===== config.mk =====
export PLATFORM = sky130hd
export DESIGN_NAME = counter_capture_regs
export DESIGN_NICKNAME = d
export VERILOG_FILES = /design/src/common/counter_regs_pkg.sv /design/src/logic/counter_capture_regs.sv /design/src/logic/module_value_slot.sv
export SDC_FILE = /design/constraint.sdc
export NUM_CORES = 1
export LEC_CHECK = 0
export BUFFER_PORTS_ARGS = -buffer_cell sky130_fd_sc_hd__buf_4
export CORE_MARGIN = 8
export CORE_UTILIZATION = 35
export DETAILED_ROUTE_END_ITERATION = 16
export HOLD_SLACK_MARGIN = 0.08
export SKIP_CTS_REPAIR_TIMING = 1
export SYNTH_ARGS = -nofsm -noshare
export SYNTH_HDL_FRONTEND = slang
export SYNTH_SLANG_ARGS = --single-unit

===== constraint.sdc =====
create_clock -name mclk_in -period 4.47 [get_ports mclk_in]
set_input_delay 0.2235 -clock mclk_in [delete_from_list [all_inputs] [get_ports mclk_in]]
set_output_delay 0.2235 -clock mclk_in [all_outputs]
set_load 0.01 [all_outputs]

===== src/common/counter_regs_pkg.sv =====
/*
 * Constants for the counter-array register block: register addresses,
 * reset values and field positions of the control bits it touches.
 * Assumes an 8-bit special-register space with byte addresses.
 */
package counter_regs_pkg;

    localparam int NUM_MODULES = 6;

    localparam logic [7:0] ADDR_COUNTER_LOW  = 8'hf9;
    localparam logic [7:0] ADDR_COUNTER_HIGH = 8'hfa;
    localparam logic [7:0] ADDR_PWM_CONTROL  = 8'hdf;

    // Low and high byte addresses, indexed by module number
    localparam logic [7:0] ADDR_VALUE_LOW  [NUM_MODULES] =
        '{8'hfb, 8'he9, 8'heb, 8'hed, 8'hfd, 8'hd2};
    localparam logic [7:0] ADDR_VALUE_HIGH [NUM_MODULES] =
        '{8'hfc, 8'hea, 8'hec, 8'hee, 8'hfe, 8'hd3};

    localparam logic [7:0] ADDR_MODE [NUM_MODULES] =
        '{8'hda, 8'hdb, 8'hdc, 8'hdd, 8'hde, 8'hce};

    localparam logic [7:0] RESET_BYTE = 8'h00;

    // Field positions
    localparam int RELOAD_SELECT_BIT   = 7;
    localparam int COMPARE_ENABLE_BIT  = 6;

    localparam logic [7:0] PWM_CONTROL_RW_MASK = 8'h80;

endpackage


===== src/logic/counter_capture_regs.sv =====
/*
 * Register access for the 16-bit programmable counter array with six
 * capture/compare modules: counter bytes with high-byte snapshot, write lock
 * under the watchdog, module value bytes and their reload alias.
 * Assumes a synchronous special-register port: one-cycle read and write
 * strobes, address and data in the mclk_in domain; read data one cycle later.
 */
// Contract
// - Counter high-byte register holds upper eight bits of the 16-bit counter.
// - High-byte reads return a snapshot refreshed only when the low byte is read.
// - Counter high-byte writes are ignored while watchdog_enable is 1.
// - Each of six modules holds a 16-bit value; high byte at its high address.
// - Writing a module low byte clears its comparator enable.
// - Writing a module high byte sets its comparator enable.
// - High-byte address reaches the reload high byte when reload_select is set.
// - reload_select 0 picks value registers, 1 picks reload registers.
// - Counter low-byte writes are ignored while watchdog_enable is 1.
// - A set comparator enable turns on that module's comparator.
module counter_capture_regs
    import counter_regs_pkg::*;
(
    // Clock and reset
    input  wire logic                   mclk_in,
    input  wire logic                   srst_in,
    // Register port
    input  wire logic                   reg_wr_in,
    input  wire logic                   reg_rd_in,
    input  wire logic [7:0]             reg_addr_in,
    input  wire logic [7:0]             reg_wdata_in,
    output logic      [7:0]             reg_rdata_out,
    // Counter control from the array
    input  wire logic                   count_enable_in,
    input  wire logic                   watchdog_enable_in,
    // Block state
    output logic      [15:0]            counter_out,
    output logic      [NUM_MODULES-1:0] compare_enable_out,
    output logic                        reload_select_out
);

    typedef struct packed {
        logic [15:0]            counter;
        logic [7:0]             snapshot;
        logic                   reload_select;
        logic [7:0]             rdata;
        logic [NUM_MODULES-1:0] compare_enable;
    } top_state_t;

    top_state_t state_reg;
    top_state_t state_next;

    logic [NUM_MODULES-1:0] wr_low;
    logic [NUM_MODULES-1:0] wr_high;
    logic [NUM_MODULES-1:0] wr_mode;
    logic [15:0]            value  [NUM_MODULES];
    logic [15:0]            reload [NUM_MODULES];
    logic [7:0]             mode   [NUM_MODULES];

    function automatic logic hit(input logic [7:0] a, input logic [7:0] b);
        return a == b;
    endfunction

    genvar g;
    generate
        for (g = 0; g < NUM_MODULES; g++) begin : gen_slot
            assign wr_low[g]  = reg_wr_in && hit(reg_addr_in, ADDR_VALUE_LOW[g]);
            assign wr_high[g] = reg_wr_in && hit(reg_addr_in, ADDR_VALUE_HIGH[g]);
            // The last module's mode doubles as the watchdog and is frozen with it
            assign wr_mode[g] = reg_wr_in && hit(reg_addr_in, ADDR_MODE[g])
                                && !(g == NUM_MODULES - 1 && watchdog_enable_in);
            module_value_slot u_slot (
                .mclk_in          (mclk_in),
                .srst_in          (srst_in),
                .wr_low_in        (wr_low[g]),
                .wr_high_in       (wr_high[g]),
                .wr_mode_in       (wr_mode[g]),
                .reload_select_in (state_reg.reload_select),
                .wdata_in         (reg_wdata_in),
                .value_out        (value[g]),
                .reload_out       (reload[g]),
                .mode_out         (mode[g])
            );
        end
    endgenerate

    always_comb begin
        state_next = state_reg;
        state_next.rdata = RESET_BYTE;
        if (count_enable_in) begin
            state_next.counter = state_reg.counter + 16'h0001;
        end
        if (reg_wr_in && !watchdog_enable_in) begin
            if (hit(reg_addr_in, ADDR_COUNTER_LOW)) begin
                state_next.counter[7:0] = reg_wdata_in;
            end
            if (hit(reg_addr_in, ADDR_COUNTER_HIGH)) begin
                state_next.counter[15:8] = reg_wdata_in;
            end
        end
        if (reg_wr_in && hit(reg_addr_in, ADDR_PWM_CONTROL)) begin
            state_next.reload_select = reg_wdata_in[RELOAD_SELECT_BIT];
        end
        if (reg_rd_in) begin
            if (hit(reg_addr_in, ADDR_COUNTER_LOW)) begin
                state_next.rdata    = state_reg.counter[7:0];
                state_next.snapshot = state_reg.counter[15:8];
            end
            if (hit(reg_addr_in, ADDR_COUNTER_HIGH)) begin
                state_next.rdata = state_reg.snapshot;
            end
            if (hit(reg_addr_in, ADDR_PWM_CONTROL)) begin
                state_next.rdata = {state_reg.reload_select, 7'h00};
            end
            for (int i = 0; i < NUM_MODULES; i++) begin
                if (hit(reg_addr_in, ADDR_VALUE_LOW[i])) begin
                    state_next.rdata = state_reg.reload_select ? reload[i][7:0]
                                                               : value[i][7:0];
                end
                if (hit(reg_addr_in, ADDR_VALUE_HIGH[i])) begin
                    state_next.rdata = state_reg.reload_select ? reload[i][15:8]
                                                               : value[i][15:8];
                end
                if (hit(reg_addr_in, ADDR_MODE[i])) begin
                    state_next.rdata = mode[i];
                end
            end
        end
        for (int i = 0; i < NUM_MODULES; i++) begin
            state_next.compare_enable[i] = mode[i][COMPARE_ENABLE_BIT];
        end
    end

    always_ff @(posedge mclk_in) begin
        if (srst_in) begin
            state_reg <= '0;
        end else begin
            state_reg <= state_next;
        end
    end

    assign reg_rdata_out      = state_reg.rdata;
    assign counter_out        = state_reg.counter;
    assign compare_enable_out = state_reg.compare_enable;
    assign reload_select_out  = state_reg.reload_select;

endmodule


===== src/logic/module_value_slot.sv =====
/*
 * One capture/compare module: 16-bit value, 16-bit reload value and the
 * comparator-enable bit with its write side effects.
 * Assumes one-cycle write strobes from the register decoder in the same clock.
 */
module module_value_slot
    import counter_regs_pkg::*;
(
    // Clock and reset
    input  wire logic        mclk_in,
    input  wire logic        srst_in,
    // Byte writes
    input  wire logic        wr_low_in,
    input  wire logic        wr_high_in,
    input  wire logic        wr_mode_in,
    input  wire logic        reload_select_in,
    input  wire logic [7:0]  wdata_in,
    // State
    output logic      [15:0] value_out,
    output logic      [15:0] reload_out,
    output logic      [7:0]  mode_out
);

    typedef struct packed {
        logic [15:0] value;
        logic [15:0] reload;
        logic [7:0]  mode;
    } slot_state_t;

    slot_state_t state_reg;
    slot_state_t state_next;

    always_comb begin
        state_next = state_reg;
        if (wr_mode_in) begin
            state_next.mode = wdata_in;
        end
        // Reload storage shares the addresses, chosen by reload_select
        if (wr_low_in) begin
            if (reload_select_in) begin
                state_next.reload[7:0] = wdata_in;
            end else begin
                state_next.value[7:0] = wdata_in;
            end
            state_next.mode[COMPARE_ENABLE_BIT] = 1'b0;
        end
        if (wr_high_in) begin
            if (reload_select_in) begin
                state_next.reload[15:8] = wdata_in;
            end else begin
                state_next.value[15:8] = wdata_in;
            end
            state_next.mode[COMPARE_ENABLE_BIT] = 1'b1;
        end
    end

    always_ff @(posedge mclk_in) begin
        if (srst_in) begin
            state_reg <= '0;
        end else begin
            state_reg <= state_next;
        end
    end

    assign value_out  = state_reg.value;
    assign reload_out = state_reg.reload;
    assign mode_out   = state_reg.mode;

endmodule


==> Word level (Yosys, flattened, before mapping) <==
Cells that the tools add are included.
{ "classes": {"addsub": 1, "eq_ne": 21, "muxes": 55, "bitwise": 2, "reduce_logical": 54} }
{ "op_table": {"columns": ["op", "count"], "rows": [
  ["two-way mux 8 bit", 35],
  ["== test 8 bit (second input constant)", 21],
  ["AND reduction 2 bit", 25],
  ["two-way mux 7 bit", 6],
  ["two-way mux 16 bit", 2],
  ["logical AND 1 bit", 21],
  ["nonzero test 3 bit", 6],
  ["adder 16 x 1 -> 16 bit (second input constant)", 1],
  ["two-way mux 1 bit", 12],
  ["inverter 1 bit", 2],
  ["OR reduction 2 bit", 1],
  ["zero test 1 bit", 1]
]} }
{ "word_totals": {"regBits": 279, "output_inout_bits": 31} }

==> Logic depth before layout (Yosys ltp) <==
{ "depth": {"depth_word": 22, "depth_mapped": 10, "mapped_depth_nobuf": 6} }

==> Cells and area by module <==
A second synthesis with hierarchy kept.
{ "unflattened": {"hier_cells": 1679, "hier_area_um2": 13954.6} }
{ "modules_own_cells": {"columns": ["module", "instances", "cells_per_inst", "area_each_um2"], "rows": [
  ["module_value_slot", 6, 173, 1493.9],
  ["counter_capture_regs", 1, 641, 4991.0]
]} }

==> Worst setup path after synthesis <==
Ideal clock, no wire load.
{ "synth_timing": {"path_type": "flip-flop to flip-flop", "from": "reg state_reg, in the netlist reload_select_out", "to": "reg state_reg, in the netlist reg_rdata_out[0]", "setup_ns": 0.120, "arrival_time_ns": 1.760, "t_required_ns": 4.350, "slack_ns": 2.590, "path_stages_with_launch": 9, "path_cell_list": "dfxtp_1 > buf_2 > buf_4 > buf_4 > buf_4 > mux2i_1 > nor2_1 > a221o_1 > o31a_1"} }
{ "synth_via": {"elab_chain_cells": 19, "elab_cells_between_ends": 30} }
{ "synth_lines": {"columns": ["element", "line_no", "rtl"], "rows": [
  ["start, declared", "counter_capture_regs.sv:48", "top_state_t state_reg;"],
  ["start signal, assigned", "counter_capture_regs.sv:136", "state_reg <= state_next;"],
  ["two-way mux 8 bit", "counter_capture_regs.sv:115", "state_next.rdata = state_reg.reload_select ? reload[i][7:0]"],
  ["two-way mux 8 bit", "counter_capture_regs.sv:114", "if (hit(reg_addr_in, ADDR_VALUE_LOW[i])) begin"],
  ["two-way mux 8 bit", "counter_capture_regs.sv:118", "if (hit(reg_addr_in, ADDR_VALUE_HIGH[i])) begin"],
  ["two-way mux 8 bit", "counter_capture_regs.sv:122", "if (hit(reg_addr_in, ADDR_MODE[i])) begin"],
  ["two-way mux 8 bit", "counter_capture_regs.sv:114", null],
  ["two-way mux 8 bit", "counter_capture_regs.sv:118", null],
  ["two-way mux 8 bit", "counter_capture_regs.sv:122", null],
  ["two-way mux 8 bit", "counter_capture_regs.sv:114", null],
  ["[... 3 more ...]", null, null],
  ["two-way mux 8 bit", "counter_capture_regs.sv:118", null],
  ["two-way mux 8 bit", "counter_capture_regs.sv:122", null],
  ["two-way mux 8 bit", "counter_capture_regs.sv:114", null],
  ["two-way mux 8 bit", "counter_capture_regs.sv:118", null],
  ["two-way mux 8 bit", "counter_capture_regs.sv:122", null],
  ["two-way mux 8 bit", "counter_capture_regs.sv:114", null],
  ["two-way mux 8 bit (*)", "counter_capture_regs.sv:118", null],
  ["two-way mux 8 bit (*)", "counter_capture_regs.sv:122", null]
]} }
Mark *: on every way between the ends. The rest lies on a longest branch, timed or not.
A chain may end at the register's enable or synchronous reset.

==> Worst setup path in the final report <==
{ "layout_timing": {"from": "reg state_reg, in the netlist reload_select_out", "to": "reg state_reg, in the netlist reg_rdata_out[4]"} }
The elaborated chain is that of the path after synthesis.

==> impl_results.md <==
- Status: complete, no violations
- Fmax: 321 MHz
- RSZ-0062 raised after global routing: false
- Total Neg Setup Slack: 0 ns
- CTS buffer count: 30
- Crit path launch type: flip-flop
- Synthesis warning total: 0
- Initial antenna violation count: 2
- Final instance area: 14900 um^2
- Vias per inst: 5.60
- Setup WS post-layout: 1.35 ns
- Post-DP HPWL: 27500 um
- Slew Viols, Final: 0
- Total number of vias: 12.0k
- P_leak: 4.82 nW
- Count of flip-flops with a built-in enable after synthesis: 0
- Placed inst area: 13900 um^2
- CTS Sinks: 279
- Routability cong.: 0.892
- Fin util: 38.7%
- Tmin final: 3.12 ns
- Io pins: 53
- CTS H-tree lvls: 1
- Req. time, crit path: 4.87 ns
- Final Hold Fails: 0
- First-pass GRT wire length: 67200 um
- Hold slack: 0.158 ns
- CTS Buffer Depth: 3
- CP Class: reg -> reg
- Pin count of the biggest net entering global routing: 101
- Iteration-0 DRC Markers: 1260
- Die footprint: 45300 um^2
- Post-Synthesis Cells: 1662
- Ys flop type: dfxtp_1
- Layout net count: 1618
- Synth async-reset ratio: 0%
- First-pass DRT Iterations: 6
- Area grow syn2layout: 9.68%
- Remaining Overflow, GRT: 0
- Mean routed wirelength per cell: 20.4 um
- Area of the multi-input gates: 7100 um^2
- Sequential area share after synthesis: 41.2%
- Max-Cap Viols: 0
- Post-Place Worst Slack: 1.42 ns
- FF/Latch Area: 5590 um^2
- Number of fill cells: 3942
- Final Setup Violations: 0
- Worst hold path class: in -> reg
- Relative slew slack: 30.2%
- Layout cells sized above 1: 10.2%
- VDD IR-drop max: 0.186 mV
- Netlist cell types: 74
- Initial Utilization: 35.3%
- Core Rows: 72
- Synthesized area: 13600 um^2
- Ant diodes: 0
- Mapped Nets: 1685
- Post-DRT Antenna Nets: 0
- Critical path peak fanout: 57
- Worst-skew pair later-pin latency: 0.56 ns
- Vias in the first global route: 11.2k
- Core area: 38500 um^2
- Final cell count without fillers: 2136
- TritonCTS clock tree: built
- Crit path capture type: flip-flop
- Final period util: 69.7%
- Die width: 213 um
- Die Ht: 213 um
- Drt drc: 0
- Final wirelength: 43500 um
- Clock skew: 0.0202 ns
- Reg clk slew, reported paths: 0.06 ns
- Pwr Total: 5.28 mW
- Buffers on Ports: 52
- Synthesis-stage register bit count: 279
- GR Util All Layers: 18.6%
- Pwr Density: 355 nW/um^2
- Dpl cells: 2080
- Clock root cell: clkbuf_16
- Syn Area/Cell: 8.16 um^2
- CP arrival: 3.52 ns
- Least-Margin Pin Slew: 1.05 ns
-- layer usage --
metal | routed length, um | part of all wire, % | global-route usage (%)
met1 | 18600 | 43 | 24.2
met5 | 27 | 0.062 | 0
met2 | 20300 | 47 | 30.6
met3 | 3030 | 7.0 | 3.23
met4 | 1550 | 3.6 | 7.02
-- cell usage in the layout (no fill, tap or decap), drive strengths merged, types with 4 or more instances in the layout --
cell type,count
buf,67
nand2b,8
o211ai,6
nand4b,5
a32oi,4
a211oi,16
a31oi,6
xnor2,7
dfxtp,279
nand3b,9
mux2,14
nand2,306
a22oi,8
o221ai,9
o22ai,15
nand3,39
mux2i,152
xor2,8
a21oi,225
a221oi,8
clkbuf,42
nor3,19
nand4,4
nor2,142
clkinv,11
a221o,6
o21ai,143
nor2b,10
and4b,4
-- report_power, final --
part | switching, mW | leakage, nW | internal, mW | total, mW
logic | 0.199 | 2.07 | 0.0558 | 0.255
clock network | 1.03 | 0.503 | 1.50 | 2.53
registers | 0.00598 | 2.25 | 2.49 | 2.50
-- final cells by class --
| type | count | area share (%) |
|---|---|---|
| Multi-Input combinational cell | 1214 | 47.7 |
| Clock buffer | 41 | 5.73 |
| Clock inverter | 14 | 0.975 |
| Inverter | 1 | 0.0252 |
| Tap cell | 518 | 4.36 |
| Timing Repair Buffer | 69 | 3.62 |
| Sequential cell | 279 | 37.6 |
-- critical path: stages, from the launching register on --
cell and delay (ns):
dfxtp_4 0.87, buf_12 0.41, mux2_2 0.43, a221oi_1 0.35, o21ai_0 0.12, a31oi_1 0.43, o41ai_1 0.19
-- path summary, 6_finish.rpt --
kind                                                         end  slack (ns)                       startpoint  cells after the start
worst max-delay path                            reg_rdata_out[4]        1.35                reload_select_out                      6
worst min-delay path            gen_slot[0].u_slot.value_out[14]        0.16                  reg_wdata_in[6]                      3
worst max register to register                  reg_rdata_out[4]        1.35                reload_select_out                      6
worst min register to register   gen_slot[5].u_slot.value_out[6]        0.45  gen_slot[5].u_slot.value_out[6]                      2
-- cells by family (layout without fill, tap and decap cells) --
logic type	Yosys count	in the layout	synth area share, %
XOR/XNOR	15	15	0.968
multiplexers	169	169	12.9
buffers and inverters	169	125	6.48
AO/OA/AOI/OAI	468	468	19.5
flip-flops	279	279	41.2
adder cells (fa/ha/maj)	1	1	0.0922
AND/OR/NAND/NOR	561	561	18.9
-- synthesized netlist by cell type, types with 7 or more instances --
cell / count / area (um^2)
nand2b_1: 8 / 50.1
o221ai_1: 9 / 78.8
xor2_1: 8 / 70.1
mux2i_1: 152 / 1520
nor2_1: 128 / 480
dfxtp_1: 279 / 5590
o22ai_1: 15 / 93.8
nand3_1: 38 / 190
xnor2_1: 7 / 61.3
nor2_2: 10 / 62.6
a221oi_1: 8 / 70.1
nand2_1: 305 / 1140
a22oi_1: 8 / 60.1
nor3_1: 13 / 65.1
nor2b_1: 9 / 56.3
buf_2: 27 / 135
clkbuf_1: 84 / 315
o21ai_0: 141 / 706
nand3b_1: 9 / 67.6
buf_4: 48 / 360
a21oi_1: 224 / 1120
a211oi_1: 16 / 120
mux2_2: 13 / 146
Power figures use the tool's default switching activity.
